File: config.mk
export PLATFORM = sky130hd
export DESIGN_NAME = adc_serial_config_regs
export DESIGN_NICKNAME = d
export VERILOG_FILES = /design/src/logic/adc_serial_config_regs.v
export VERILOG_INCLUDE_DIRS = /design/src /design/src/logic
export SDC_FILE = /design/constraint.sdc
export NUM_CORES = 1
export LEC_CHECK = 0
export BUFFER_PORTS_ARGS = -buffer_cell sky130_fd_sc_hd__clkbuf_2
export CAP_MARGIN = 20
export CORE_MARGIN = 4
export CORE_UTILIZATION = 45
export DETAILED_ROUTE_END_ITERATION = 10
export GPL_ROUTABILITY_DRIVEN = 0
export PLACE_DENSITY = 0.67
export RECOVER_POWER = 100
export SETUP_SLACK_MARGIN = 0.4
export SLEW_MARGIN = 20
export SYNTH_ARGS = -nofsm -noshare
export SYNTH_HDL_FRONTEND = slang
export SYNTH_SLANG_ARGS = --single-unit
export TNS_END_PERCENT = 50
File: constraint.sdc
create_clock -name clk_in -period 2.2 [get_ports clk_in]
set_input_delay 0.66 -clock clk_in [delete_from_list [all_inputs] [get_ports clk_in]]
set_output_delay 0.66 -clock clk_in [all_outputs]
set_load 0.01 [all_outputs]
File: src/logic/adc_cfg_consts.vh
`ifndef ADC_CFG_CONSTS_VH
`define ADC_CFG_CONSTS_VH
// word layout
`define WORD_BITS 24
`define ADDR_BITS 8
`define DATA_BITS 16
`define BIT_CNT_W 5
`define BIT_CNT_LAST 5'd23
// register offsets
`define OFS_SOFT_RESET 8'h00
`define OFS_POWER_DOWN 8'h0f
`define OFS_DRIVE_CURRENT 8'h11
`define OFS_TERMINATION 8'h12
`define OFS_POLARITY_SWAP 8'h24
`define OFS_TEST_PATTERN 8'h25
`define OFS_CUSTOM_A 8'h26
`define OFS_CUSTOM_B 8'h27
`define OFS_GAIN_LOW 8'h2a
`define OFS_GAIN_HIGH 8'h2b
`define OFS_CLOCK_PHASE 8'h42
`define OFS_TRAINING 8'h45
// field positions
`define FLD_SOFT_RESET 0
`define FLD_DEEP_SLEEP 8
`define FLD_FULL_PD 9
`define FLD_PIN_MODE_LO 10
`define FLD_PIN_MODE_HI 11
`define FLD_TERM_EN 14
// reset values
`define RST_ZERO 16'h0000
`define RST_DRIVE 16'h0000
`define RST_PHASE 16'h0040
// timing
`define CLK_PERIOD_NS 40
`define PULSE_MIN_NS 20
`define PULSE_MIN_CYC ((`PULSE_MIN_NS + `CLK_PERIOD_NS - 1) / `CLK_PERIOD_NS)
`endif

File: src/logic/adc_serial_config_regs.v
`timescale 1ns/1ps
`include "adc_cfg_consts.vh"

module adc_serial_config_regs (
  input wire clk_in,
  input wire rst_n_in,
  input wire clk_en_in,
  input wire select_n_in,
  input wire serial_clk_in,
  input wire serial_in_line_in,
  input wire async_reset_n_in,
  input wire powerdown_pin_in,
  output reg [7:0] channel_light_sleep_out,
  output reg channel_deep_sleep_out,
  output reg full_powerdown_out,
  output reg output_clocks_run_out,
  output reg [1:0] powerdown_pin_mode_out,
  output reg [15:0] drive_current_out,
  output reg [15:0] termination_out,
  output reg [7:0] input_polarity_swap_out,
  output reg [2:0] test_pattern_out,
  output reg [13:0] custom_code_a_out,
  output reg [13:0] custom_code_b_out,
  output reg [15:0] gain_channels_low_out,
  output reg [15:0] gain_channels_high_out,
  output reg [1:0] bit_clock_phase_out,
  output reg [1:0] link_training_out,
  output reg powerdown_pulse_out
);

  // ****************************************
  // pin synchronisers
  // ****************************************
  // three stages; stage 1 only feeds stage 2, a change counts when 2 and 3 agree
  // stage 1 may go metastable, so nothing but stage 2 ever looks at it
  // stable_r holds the last value on which stages 2 and 3 agreed
  // a one-cycle glitch that reaches stage 2 only never gets into stable_r
  // cost: every pin is seen three to four system clocks late
  // all pins share the same latency, so data and clock keep their order
  // reset value matches each pin's idle level: select high, clock low,
  // reset pin high, power-down pin low; no false edge follows reset
  // the data bit resets high, which is harmless outside a frame
  reg [4:0] sync1_r;
  reg [4:0] sync2_r;
  reg [4:0] sync3_r;
  reg [4:0] stable_r;
  wire [4:0] pins_raw;
  assign pins_raw = {powerdown_pin_in, async_reset_n_in, serial_in_line_in, serial_clk_in, select_n_in};

  always @(posedge clk_in or negedge rst_n_in) begin
    if (!rst_n_in) begin
      sync1_r <= 5'h0d;
      sync2_r <= 5'h0d;
      sync3_r <= 5'h0d;
      stable_r <= 5'h0d;
    end else if (clk_en_in) begin
      sync1_r <= pins_raw;
      sync2_r <= sync1_r;
      sync3_r <= sync2_r;
      stable_r <= (sync2_r & sync3_r) | (~(sync2_r ^ sync3_r) & sync3_r) | ((sync2_r ^ sync3_r) & stable_r);
    end
  end

  wire sel_n_s;
  wire sclk_s;
  wire serial_in_line_s;
  wire pin_rst_n_s;
  wire pd_pin_s;
  assign sel_n_s = stable_r[0];
  assign sclk_s = stable_r[1];
  assign serial_in_line_s = stable_r[2];
  assign pin_rst_n_s = stable_r[3];
  assign pd_pin_s = stable_r[4];

  // ****************************************
  // edge detection and pulse width checks
  // ****************************************
  reg sclk_prev_r;
  reg sel_prev_r;
  reg [3:0] rst_low_cnt_r;
  reg [3:0] pd_high_cnt_r;
  wire sclk_rise;
  wire sel_fall;
  wire pin_reset;
  wire pd_cycle;
  assign sclk_rise = sclk_s & ~sclk_prev_r;
  assign sel_fall = sel_prev_r & ~sel_n_s;
  // a short pulse may be lost at this clock rate; 20 ns is under one period
  // the minimum pulse is rounded up to whole system clocks
  // pin reset acts on every synced low cycle once the minimum is met
  // power-down pin pulse fires once, in the first qualifying cycle
  // counters saturate so a pin held for hours never wraps
  // serial clock edges are found on the synced copy, never on the raw pin
  // select fall restarts the bit counter for a new frame
  // limitation: serial clock must stay high and low for two system
  // clocks each, or edges merge in the synchroniser and bits are lost
  assign pin_reset = ~pin_rst_n_s && (rst_low_cnt_r >= `PULSE_MIN_CYC - 1);
  assign pd_cycle = pd_pin_s && (pd_high_cnt_r == `PULSE_MIN_CYC - 1);

  always @(posedge clk_in or negedge rst_n_in) begin
    if (!rst_n_in) begin
      sclk_prev_r <= 1'b0;
      sel_prev_r <= 1'b1;
      rst_low_cnt_r <= 4'h0;
      pd_high_cnt_r <= 4'h0;
    end else if (clk_en_in) begin
      sclk_prev_r <= sclk_s;
      sel_prev_r <= sel_n_s;
      if (pin_rst_n_s)
        rst_low_cnt_r <= 4'h0;
      else if (rst_low_cnt_r != 4'hf)
        rst_low_cnt_r <= rst_low_cnt_r + 4'h1;
      if (!pd_pin_s)
        pd_high_cnt_r <= 4'h0;
      else if (pd_high_cnt_r != 4'hf)
        pd_high_cnt_r <= pd_high_cnt_r + 4'h1;
    end
  end

  // ****************************************
  // serial shifter
  // ****************************************
  reg [22:0] shift_r;
  reg [4:0] bit_cnt_r;
  reg word_done_r;
  wire [23:0] word_full;
  wire commit;
  assign word_full = {shift_r, serial_in_line_s};
  // keep only the first word of a select period; surplus edges are ignored
  // the current bit joins the shift register through word_full, so the
  // commit sees all 24 bits in the same cycle as the 24th edge
  // word_done_r blocks further shifting until select goes high again
  // trade-off: a host that wants several writes must toggle select per word
  // bits arrive msb first: address first, then data
  // the shift register is not cleared on select; the bit counter is,
  // so stale bits are pushed out before the next commit
  // a pin reset also restarts the frame so no half word survives it
  assign commit = ~sel_n_s && sclk_rise && !word_done_r && (bit_cnt_r == `BIT_CNT_LAST);

  always @(posedge clk_in or negedge rst_n_in) begin
    if (!rst_n_in) begin
      shift_r <= 23'h000000;
      bit_cnt_r <= 5'h00;
      word_done_r <= 1'b0;
    end else if (clk_en_in) begin
      if (pin_reset || sel_n_s || sel_fall) begin
        bit_cnt_r <= 5'h00;
        word_done_r <= 1'b0;
      end else if (sclk_rise && !word_done_r) begin
        shift_r <= word_full[22:0];
        if (bit_cnt_r == `BIT_CNT_LAST) begin
          bit_cnt_r <= 5'h00;
          word_done_r <= 1'b1;
        end else begin
          bit_cnt_r <= bit_cnt_r + 5'h01;
        end
      end
    end
  end

  wire [7:0] wr_addr;
  wire [15:0] wr_data;
  assign wr_addr = word_full[23:16];
  assign wr_data = word_full[15:0];
  // software reset is a strobe, not a stored bit: it acts in the commit
  // cycle and is gone the next, which makes it clear itself
  // writing zero to bit 0 does nothing at all
  // the strobe and a pin reset share the same default-load path
  // no other field lives in this register, so nothing else is kept
  // a write to an unmapped address is dropped silently
  wire soft_reset;
  assign soft_reset = commit && (wr_addr == `OFS_SOFT_RESET) && wr_data[`FLD_SOFT_RESET];

  // ****************************************
  // configuration registers
  // ****************************************
  reg [15:0] pd_reg_r;
  reg [15:0] drive_r;
  reg [15:0] term_r;
  reg [7:0] pol_r;
  reg [2:0] pat_r;
  reg [13:0] code_a_r;
  reg [13:0] code_b_r;
  reg [15:0] gain_lo_r;
  reg [15:0] gain_hi_r;
  reg [1:0] phase_r;
  reg [1:0] train_r;

  // write-only: no read-back path exists
  // each register stores only its documented fields; spare bits read as
  // zero at the outputs so nothing downstream sees stray values
  // reset and default-load use the same constants, so they cannot drift
  // a reset event wins over a commit in the same cycle
  // drive current resets to the code for the nominal drive
  // phase resets to the 90 degree setting
  // test pattern bits are stored as written; the host picks one at a time
  // custom codes keep d15:d2, the lsb sits at d2
  // gain nibbles are stored whole, channel order left to the consumer
  always @(posedge clk_in or negedge rst_n_in) begin
    if (!rst_n_in) begin
      pd_reg_r <= `RST_ZERO;
      drive_r <= `RST_DRIVE;
      term_r <= `RST_ZERO;
      pol_r <= 8'h00;
      pat_r <= 3'h0;
      code_a_r <= 14'h0000;
      code_b_r <= 14'h0000;
      gain_lo_r <= `RST_ZERO;
      gain_hi_r <= `RST_ZERO;
      phase_r <= 2'h2;
      train_r <= 2'h0;
    end else if (clk_en_in) begin
      if (pin_reset || soft_reset) begin
        pd_reg_r <= `RST_ZERO;
        drive_r <= `RST_DRIVE;
        term_r <= `RST_ZERO;
        pol_r <= 8'h00;
        pat_r <= 3'h0;
        code_a_r <= 14'h0000;
        code_b_r <= 14'h0000;
        gain_lo_r <= `RST_ZERO;
        gain_hi_r <= `RST_ZERO;
        phase_r <= 2'h2;
        train_r <= 2'h0;
      end else if (commit) begin
        case (wr_addr)
          `OFS_POWER_DOWN: pd_reg_r <= {4'h0, wr_data[11:0]};
          `OFS_DRIVE_CURRENT: drive_r <= {5'h00, wr_data[10:8], 1'b0, wr_data[6:4], 1'b0, wr_data[2:0]};
          `OFS_TERMINATION: term_r <= {1'b0, wr_data[14], 3'h0, wr_data[10:8], 1'b0, wr_data[6:4], 1'b0,
                                       wr_data[2:0]};
          `OFS_POLARITY_SWAP: pol_r <= wr_data[7:0];
          `OFS_TEST_PATTERN: pat_r <= wr_data[6:4];
          `OFS_CUSTOM_A: code_a_r <= wr_data[15:2];
          `OFS_CUSTOM_B: code_b_r <= wr_data[15:2];
          `OFS_GAIN_LOW: gain_lo_r <= wr_data;
          `OFS_GAIN_HIGH: gain_hi_r <= wr_data;
          `OFS_CLOCK_PHASE: phase_r <= wr_data[6:5];
          `OFS_TRAINING: train_r <= wr_data[1:0];
          default: pd_reg_r <= pd_reg_r;
        endcase
      end
    end
  end

  // ****************************************
  // power state decode
  // ****************************************
  // pin mode: x1 light sleep all, 10 deep sleep, 00 full power-down
  // the pin acts as a level; it never writes the register bits
  // register and pin requests are or-ed, so either can power down
  // pin light sleep forces every channel; channels cannot be picked by pin
  // deep sleep keeps output clocks running for the receiver
  // only full power-down stops the output clocks
  // the decode is pure logic; the outputs below register it
  reg pin_light;
  reg pin_deep;
  reg pin_full;
  always @* begin
    pin_light = pd_pin_s && pd_reg_r[`FLD_PIN_MODE_LO];
    pin_deep = pd_pin_s && (pd_reg_r[`FLD_PIN_MODE_HI:`FLD_PIN_MODE_LO] == 2'b10);
    pin_full = pd_pin_s && (pd_reg_r[`FLD_PIN_MODE_HI:`FLD_PIN_MODE_LO] == 2'b00);
  end

  // ****************************************
  // registered outputs
  // ****************************************
  // every output comes straight from a flip-flop, one clock after the
  // register or pin change, so consumers see no decode glitches
  // the clock enable freezes these together with the rest of the state
  // reset values equal the register defaults
  // the power-down pulse flags the first synced cycle of a pin cycle in
  // full power-down mode; it is a marker, not a level
  always @(posedge clk_in or negedge rst_n_in) begin
    if (!rst_n_in) begin
      channel_light_sleep_out <= 8'h00;
      channel_deep_sleep_out <= 1'b0;
      full_powerdown_out <= 1'b0;
      output_clocks_run_out <= 1'b1;
      powerdown_pin_mode_out <= 2'h0;
      drive_current_out <= `RST_DRIVE;
      termination_out <= `RST_ZERO;
      input_polarity_swap_out <= 8'h00;
      test_pattern_out <= 3'h0;
      custom_code_a_out <= 14'h0000;
      custom_code_b_out <= 14'h0000;
      gain_channels_low_out <= `RST_ZERO;
      gain_channels_high_out <= `RST_ZERO;
      bit_clock_phase_out <= 2'h2;
      link_training_out <= 2'h0;
      powerdown_pulse_out <= 1'b0;
    end else if (clk_en_in) begin
      channel_light_sleep_out <= pin_light ? 8'hff : pd_reg_r[7:0];
      channel_deep_sleep_out <= pd_reg_r[`FLD_DEEP_SLEEP] | pin_deep;
      full_powerdown_out <= pd_reg_r[`FLD_FULL_PD] | pin_full;
      // clocks only stop in full power-down; sleep modes keep receiver lock
      // a receiver that loses these clocks must retrain after wake-up
      // deep sleep saves more power than all-channel light sleep but
      // wakes as slowly as full power-down
      // clocks run again one cycle after the power-down request ends
      output_clocks_run_out <= ~(pd_reg_r[`FLD_FULL_PD] | pin_full);
      powerdown_pin_mode_out <= pd_reg_r[`FLD_PIN_MODE_HI:`FLD_PIN_MODE_LO];
      drive_current_out <= drive_r;
      termination_out <= term_r;
      input_polarity_swap_out <= pol_r;
      test_pattern_out <= pat_r;
      custom_code_a_out <= code_a_r;
      custom_code_b_out <= code_b_r;
      gain_channels_low_out <= gain_lo_r;
      gain_channels_high_out <= gain_hi_r;
      bit_clock_phase_out <= phase_r;
      link_training_out <= train_r;
      powerdown_pulse_out <= pd_cycle && pd_reg_r[`FLD_PIN_MODE_HI:`FLD_PIN_MODE_LO] == 2'b00;
    end
  end

endmodule // adc_serial_config_regs

==> results of run 1 <==
[logic make-up (layout without fill, tap and decap cells)]
| family | count (synthesis) | after routing |
|---|---|---|
| flip-flops | 269 | 269 |
| AND/OR/NAND/NOR | 199 | 200 |
| AO/OA/AOI/OAI | 176 | 177 |
| multiplexers | 117 | 117 |
| buffers and inverters | 92 | 243 |
| adder cells (fa/ha/maj) | 8 | 8 |
| other | 1 | 13 |
[layer usage]
layer | GRT usage [%] | up-vias | part of all wire [%]
met5 | 0 | - | 0
met4 | 3.89 | 0 | 1.5
met3 | 2.96 | 38 | 5.4
met2 | 30.3 | 215 | 48
met1 | 28.0 | 3798 | 45
li1 | - | 3407 | -
[worst max-delay path: stages (launching register included)]
cell and delay (ns):
sky130_fd_sc_hd__dfstp_2 0.56, sky130_fd_sc_hd__or3b_1 0.41, sky130_fd_sc_hd__a2111oi_2 0.52, sky130_fd_sc_hd__and3_1 0.37
sky130_fd_sc_hd__a21o_1 0.16
[final cells by class]
cell class                 instances  area (um2)  area share, %
clock buffer                      47         843           6.42
timing repair buffer             182        1050           7.96
multi-input combinational        515        4040           30.7
inverter                          10        37.5          0.286
tap                              319         399           3.04
clock inverter                     4        22.5          0.171
sequential                       269        6760           51.4
[stage by stage]
step / instances / power (mW)
after floorplan: 874 / 6.51
after global placement: 1274 / 7.06
after detailed placement: 1274 / 7.09
after CTS: 1336 / 11.7
after global routing: 1346 / 12.2
final: 1346 / 11.7
[cells in the mapped netlist, types with 8 or more instances]
cell type	number	area, um2
sky130_fd_sc_hd__o21ai_0	31	155
sky130_fd_sc_hd__nor2_1	21	78.8
sky130_fd_sc_hd__nand3_1	19	95.1
sky130_fd_sc_hd__dfrtp_1	253	6330
sky130_fd_sc_hd__mux2_2	116	1310
sky130_fd_sc_hd__clkbuf_1	48	180
sky130_fd_sc_hd__a21oi_1	16	80.1
sky130_fd_sc_hd__buf_4	14	105
sky130_fd_sc_hd__ha_1	8	100
sky130_fd_sc_hd__a22o_1	17	149
sky130_fd_sc_hd__o2bb2ai_1	18	158
sky130_fd_sc_hd__inv_1	9	33.8
sky130_fd_sc_hd__a32o_1	37	370
sky130_fd_sc_hd__dfstp_2	16	420
sky130_fd_sc_hd__nand2_1	108	405
sky130_fd_sc_hd__a21o_1	23	173
sky130_fd_sc_hd__o311a_1	18	180
sky130_fd_sc_hd__buf_1	9	33.8
[worst min path at each step]
stage	from	endpoint	cells past startpoint
after global placement	bit_cnt_r[4]	bit_cnt_r[4]	1
after CTS	rst_n_in	code_b_r[3]	1
after detailed placement	bit_cnt_r[4]	bit_cnt_r[4]	1
after floorplan	rst_n_in	bit_clock_phase_out[0]	0
final	powerdown_pin_in	sync1_r[4]	2
after global routing	serial_in_line_in	sync1_r[2]	2
[flip-flops by register name, summed over array words and instances, names as in the netlist, 8 cells and up]
signal	count
channel_light_sleep_out	8
code_a_r	14
code_b_r	14
custom_code_a_out	14
custom_code_b_out	14
drive_current_out	9
drive_r	9
gain_channels_high_out	16
gain_channels_low_out	16
gain_hi_r	16
gain_lo_r	16
input_polarity_swap_out	8
pd_reg_r	12
pol_r	8
shift_r	23
term_r	10
termination_out	10
[what timing repair did]
action	4_1_cts	5_1_grt
pin swaps	9	8
gates cloned	3	1
buffers inserted	8	9
setup endpoints to repair	115	134
endpoints found under the hold margin	0	0
resized for setup	33	24
[power breakdown]
group | internal, mW | switching (mW)
logic | 0.737 | 1.02
registers | 5.24 | 0.254
clock network | 2.59 | 1.85
total | 8.56 | 3.13
==> results.toml, run 1 <==
[final_layout]
fin_nets = 1022
final.fill_count = 2002
layout_commonest_cell = "sky130_fd_sc_hd__dfrtp_1"
final_util_pct = 55.3
syn2layout_area_growth_pct = 19.6
num_antenna_cells = 0
most-common-layout-cells = "249 x sky130_fd_sc_hd__dfrtp_1, 126 x sky130_fd_sc_hd__clkbuf_1, 116 x sky130_fd_sc_hd__mux2_2"
layout-drive-gt1-share_pct = 26.4
finish.instance_area_mm2 = 0.0131

[detailed_routing]
drt-total-wl_um = 25800
viasPerCell = 5.54
drtAntennaViolNets = 0
drt_pre_antenna_iters = 7
drt-initial-drc-count = 676
drt-wirelength-per-cell_um = 19.2
drcViolationCount = 0
total_number_of_vias = 7458

[clocking]
cts-hold-fix-buffers = 0
tritoncts_clock_tree = "done"
cts_sinks = 269
htree_num_levels = 1
clkLatencyLatePin_ns = 0.53
tritoncts.num_buffers = 28
clk_pin_slew_worst_paths_ns = 0.06
buffer_cell_driving_the_clock_tree_root = "sky130_fd_sc_hd__clkbuf_16"
clk_path_buf_depth = 3

[pwr]
worst_ir_drop_vdd_mv = 0.462
leakagePower_nw = 6.28
power_density_mw_per_mm2 = 890

[placed_design]
buffers_on_ports = 115
dp_hpwl_um = 16400
placement.setup.worst_slack_ns = 0.0648
placedInstanceArea_mm2 = 0.0122

[logic_synthesis]
synth.yosys.warnings = 0
synth_edf_count = 0
compound_cell_area_share_of_the_yosys_netlist_pct = 12.8
synthesized_area_fraction_occupied_by_adder_cells_pct = 0.911
yosys.area_share.xor_xnor_pct = 0
netlist_area_mm2 = 0.0110
synth_async_sr_flop_share_pct = 100
post_synthesis_cells = 862
synth.distinct_cells = 56
postSynthRegisterBits = 269
synth_simple_gate_area_share_pct = 8.98
muxShareOfSynthArea_pct = 12.0
proportion_of_synthesized_chip_area_in_sequential_cells_pct = 61.4
synth_top_family_by_area = "compound AO/OA/AOI/OAI gates"
dominantRegCellSynth = "sky130_fd_sc_hd__dfrtp_1"
postSynthAreaPerCell_um2 = 12.8

[job]
cap_violations = 1

[worst_setup_path]
cp-startpoint = "stable_r[2]"
timing.critical_path.from_type = "flip-flop"
endpoint = "term_r[0]"
critPathKind = "reg2reg"
reg_to_reg_startpoint = "stable_r[2]"
cp_max_fo = 5
reg2reg_to = "term_r[0]"
timing.reg2reg.setup_slack_ns = 0.12
timing.critical_path.to_type = "flip-flop"
required_time_at_the_endpoint_of_the_critical_path_ns = 2.66
worst-endpoint-arrival_ns = 2.55
ff2ff_path_depth = 4

[timing]
finalHoldViolations = 0
final_critical_path_setup_slack_ns = 0.118
finClkSkew_ns = 0.00828
rsz_0062_raised_after_global_routing = "true"
hold-worst-slack_ns = 0.368
timing_worst_slew_pin_value_ns = 1.69
period_minus_slack_ns = 2.08
final.period_utilization_pct = 94.6
finalSetupTns_ns = 0
relSlewSlack_pct = -12.3
maxSlewViolCount = 53
setup-violations-final = 0
clock.fmax_mhz = 480

[grt]
initial_antenna_violation_count = 0
global_route_total_usage_across_every_layer_pct = 19.1
number_of_global_route_vias_before_repair = 7416
largest_net_degree_at_the_start_of_global_routing = 113
grt_first_pass_wirelength_um = 41500
grt_residual_overflow = 0

[floorplan]
placement_rows = 56
die_area_mm2 = 0.0270
dieWidth_um = 164
fp.dieH_um = 164
design.portCount = 129
starting_density_pct = 46.3
design.core.area_mm2 = 0.0238

[status]
failed_checks = "max-capacitance violations, max-slew violations"
run_status = "finished, violations left"

[hold_path]
worst_hold_path_type = "in2reg"
Note: power is estimated with default switching activity, not from simulation.
==> inputs of run 2 (changes only) <==
- BUFFER_PORTS_ARGS: -buffer_cell sky130_fd_sc_hd__clkbuf_2 -> -buffer_cell sky130_fd_sc_hd__buf_2
==> run 2 against run 1 <==
Compared with the run above:
- fmax increased by 0.89%
- setup slack improved by 0.018 ns
- final cell count increased by 0.15%
- largest power group unchanged
- final area increased by 0.80%
- highest routed layer unchanged
- count of clock-buffer cells in the layout decreased by 11
- die area unchanged
- utilization increased by 0.44 points
- combinational power increased by 2%
- the run now ends clean
- first-iteration DRC count decreased by 30%
==> results.toml, run 2 (same netlist as run 1, synthesis figures left out) <==
[status]
run_status = "finished, final reports clean"

[grt]
grt_residual_overflow = 0
number_of_global_route_vias_before_repair = 7459
grt_first_pass_wirelength_um = 41500
largest_net_degree_at_the_start_of_global_routing = 93
initial_antenna_violation_count = 0
global_route_total_usage_across_every_layer_pct = 19.3

[clocking]
clk_pin_slew_worst_paths_ns = 0.06
clk_path_buf_depth = 3
cts_sinks = 269
tritoncts_clock_tree = "done"
tritoncts.num_buffers = 28
buffer_cell_driving_the_clock_tree_root = "sky130_fd_sc_hd__clkbuf_16"
htree_num_levels = 1
clkLatencyLatePin_ns = 0.53

[detailed_routing]
drtAntennaViolNets = 0
drt-total-wl_um = 26300
drt-wirelength-per-cell_um = 19.5
viasPerCell = 5.56
drt-initial-drc-count = 476
drt_pre_antenna_iters = 5
total_number_of_vias = 7491
drcViolationCount = 0

[timing]
finalSetupTns_ns = 0
clock.fmax_mhz = 485
final_critical_path_setup_slack_ns = 0.136
relSlewSlack_pct = 23.6
final.period_utilization_pct = 93.8
setup-violations-final = 0
timing_worst_slew_pin_value_ns = 1.15
finalHoldViolations = 0
maxSlewViolCount = 0
finClkSkew_ns = 0.0111
period_minus_slack_ns = 2.06
rsz_0062_raised_after_global_routing = "true"

[floorplan]
design.core.area_mm2 = 0.0238
fp.dieH_um = 164
placement_rows = 56
starting_density_pct = 46.3
die_area_mm2 = 0.0270
dieWidth_um = 164
design.portCount = 129

[hold_path]
worst_hold_path_type = "in2async"

[worst_setup_path]
worst-endpoint-arrival_ns = 2.48
critPathKind = "reg2reg"
timing.critical_path.from_type = "flip-flop"
cp_max_fo = 6
timing.critical_path.to_type = "flip-flop"
required_time_at_the_endpoint_of_the_critical_path_ns = 2.62

[pwr]
leakagePower_nw = 6.32
pwr-share-seq_pct = 44.9
clock_power_share_pct = 40.5
worst_ir_drop_vdd_mv = 0.872
power_density_mw_per_mm2 = 925
switching_share_pct = 26.6
cell_internal_pwr_mw = 9.00
comb_power_share_pct = 14.7
power.total_mw = 12.3
power.switching_mw = 3.26

[final_layout]
layout_commonest_cell = "sky130_fd_sc_hd__dfrtp_1"
syn2layout_area_growth_pct = 20.5
num_antenna_cells = 0
fin_nets = 1023
largest_reg_flops = 23
layout-drive-gt1-share_pct = 27.2
most-common-layout-cells = "250 x sky130_fd_sc_hd__dfrtp_1, 116 x sky130_fd_sc_hd__mux2_2, 116 x sky130_fd_sc_hd__clkbuf_1"
largest-register = "shift_r"

[placed_design]
buffers_on_ports = 115
placement.setup.worst_slack_ns = 0.0717
dp_hpwl_um = 16500

[job]
cap_violations = 0
[run 2: changes by cell type in the layout (fill, tap and decap cells not counted), sizes merged]
cell / change
buf: +2
bufinv: +4
clkinvlp: +1
o211ai: +1
clkinv: +7
clkbuf: -13
[run 2: final cells by class]
cell class	count	area (um2)
Clock buffer	36	802
Tap cell	319	399
Clock inverter	16	185
Fill cell	1970	10500
Inverter	10	37.5
Multi-Input combinational cell	516	4080
Sequential cell	269	6760
Timing Repair Buffer	182	990
[run 2: power groups by stage]
stage | sequential (mW) | combinational, mW | clock [mW]
2_1_floorplan | 5.50 | 1.01 | 0
3_3_place_gp | 5.58 | 1.47 | 0
3_5_place_dp | 5.59 | 1.50 | 0
4_1_cts | 5.50 | 1.76 | 5.08
5_1_grt | 5.53 | 1.97 | 5.29
6_report | 5.50 | 1.80 | 4.96
[run 2: per-stage QoR]
| step | std cells | area [um2] | utilization [%] | hold slack [ns] |
|---|---|---|---|---|
| global route | 1348 | 13200 | 55.8 | 0.336 |
| global placement | 1272 | 12100 | 51.1 | 0.461 |
| detailed placement | 1272 | 12100 | 51.1 | 0.464 |
| floorplan | 874 | 11100 | - | 0.364 |
| finish | 1348 | 13200 | 55.8 | 0.311 |
| CTS | 1338 | 13400 | 56.2 | 0.0110 |
[run 2: routing by layer]
metal  vias up  track usage, %  wire, um
met5         -               0         0
met4         0            5.34       714
met3        50            3.26      1590
met2       241            30.4     12500
met1      3802            27.9     11500
li1       3398               -         -
[run 2: worst paths after layout]
| kind | cells past startpoint | from | to | slack [ns] |
|---|---|---|---|---|
| setup / recovery | 5 | shift_r[22] | phase_r[0] | 0.14 |
| hold / removal | 1 | rst_n_in | code_a_r[5] | 0.31 |
| setup reg to reg | 5 | shift_r[22] | phase_r[0] | 0.14 |
| hold reg to reg | 1 | bit_cnt_r[4] | bit_cnt_r[4] | 0.47 |
| max in group asynchronous | 2 | rst_n_in | gain_hi_r[13] | 0.44 |
| min in group clk_in | 2 | powerdown_pin_in | sync1_r[4] | 0.36 |
[run 2: timing repair]
| action | 4_1_cts | 5_1_grt |
|---|---|---|
| gates resized for setup | 29 | 24 |
| hold buffers | 0 | 0 |
| pin swaps | 11 | 22 |
| setup endpoints to repair | 114 | 135 |
| setup buffers | 11 | 9 |
| cloned | 3 | 1 |
[run 2: critical path: stages (launching register included)]
cell	delay [ns]
sky130_fd_sc_hd__dfrtp_1	0.39
sky130_fd_sc_hd__clkbuf_2	0.18
sky130_fd_sc_hd__or4b_1	0.60
sky130_fd_sc_hd__nor4_4	0.30
sky130_fd_sc_hd__o211ai_1	0.17
sky130_fd_sc_hd__mux2_2	0.30
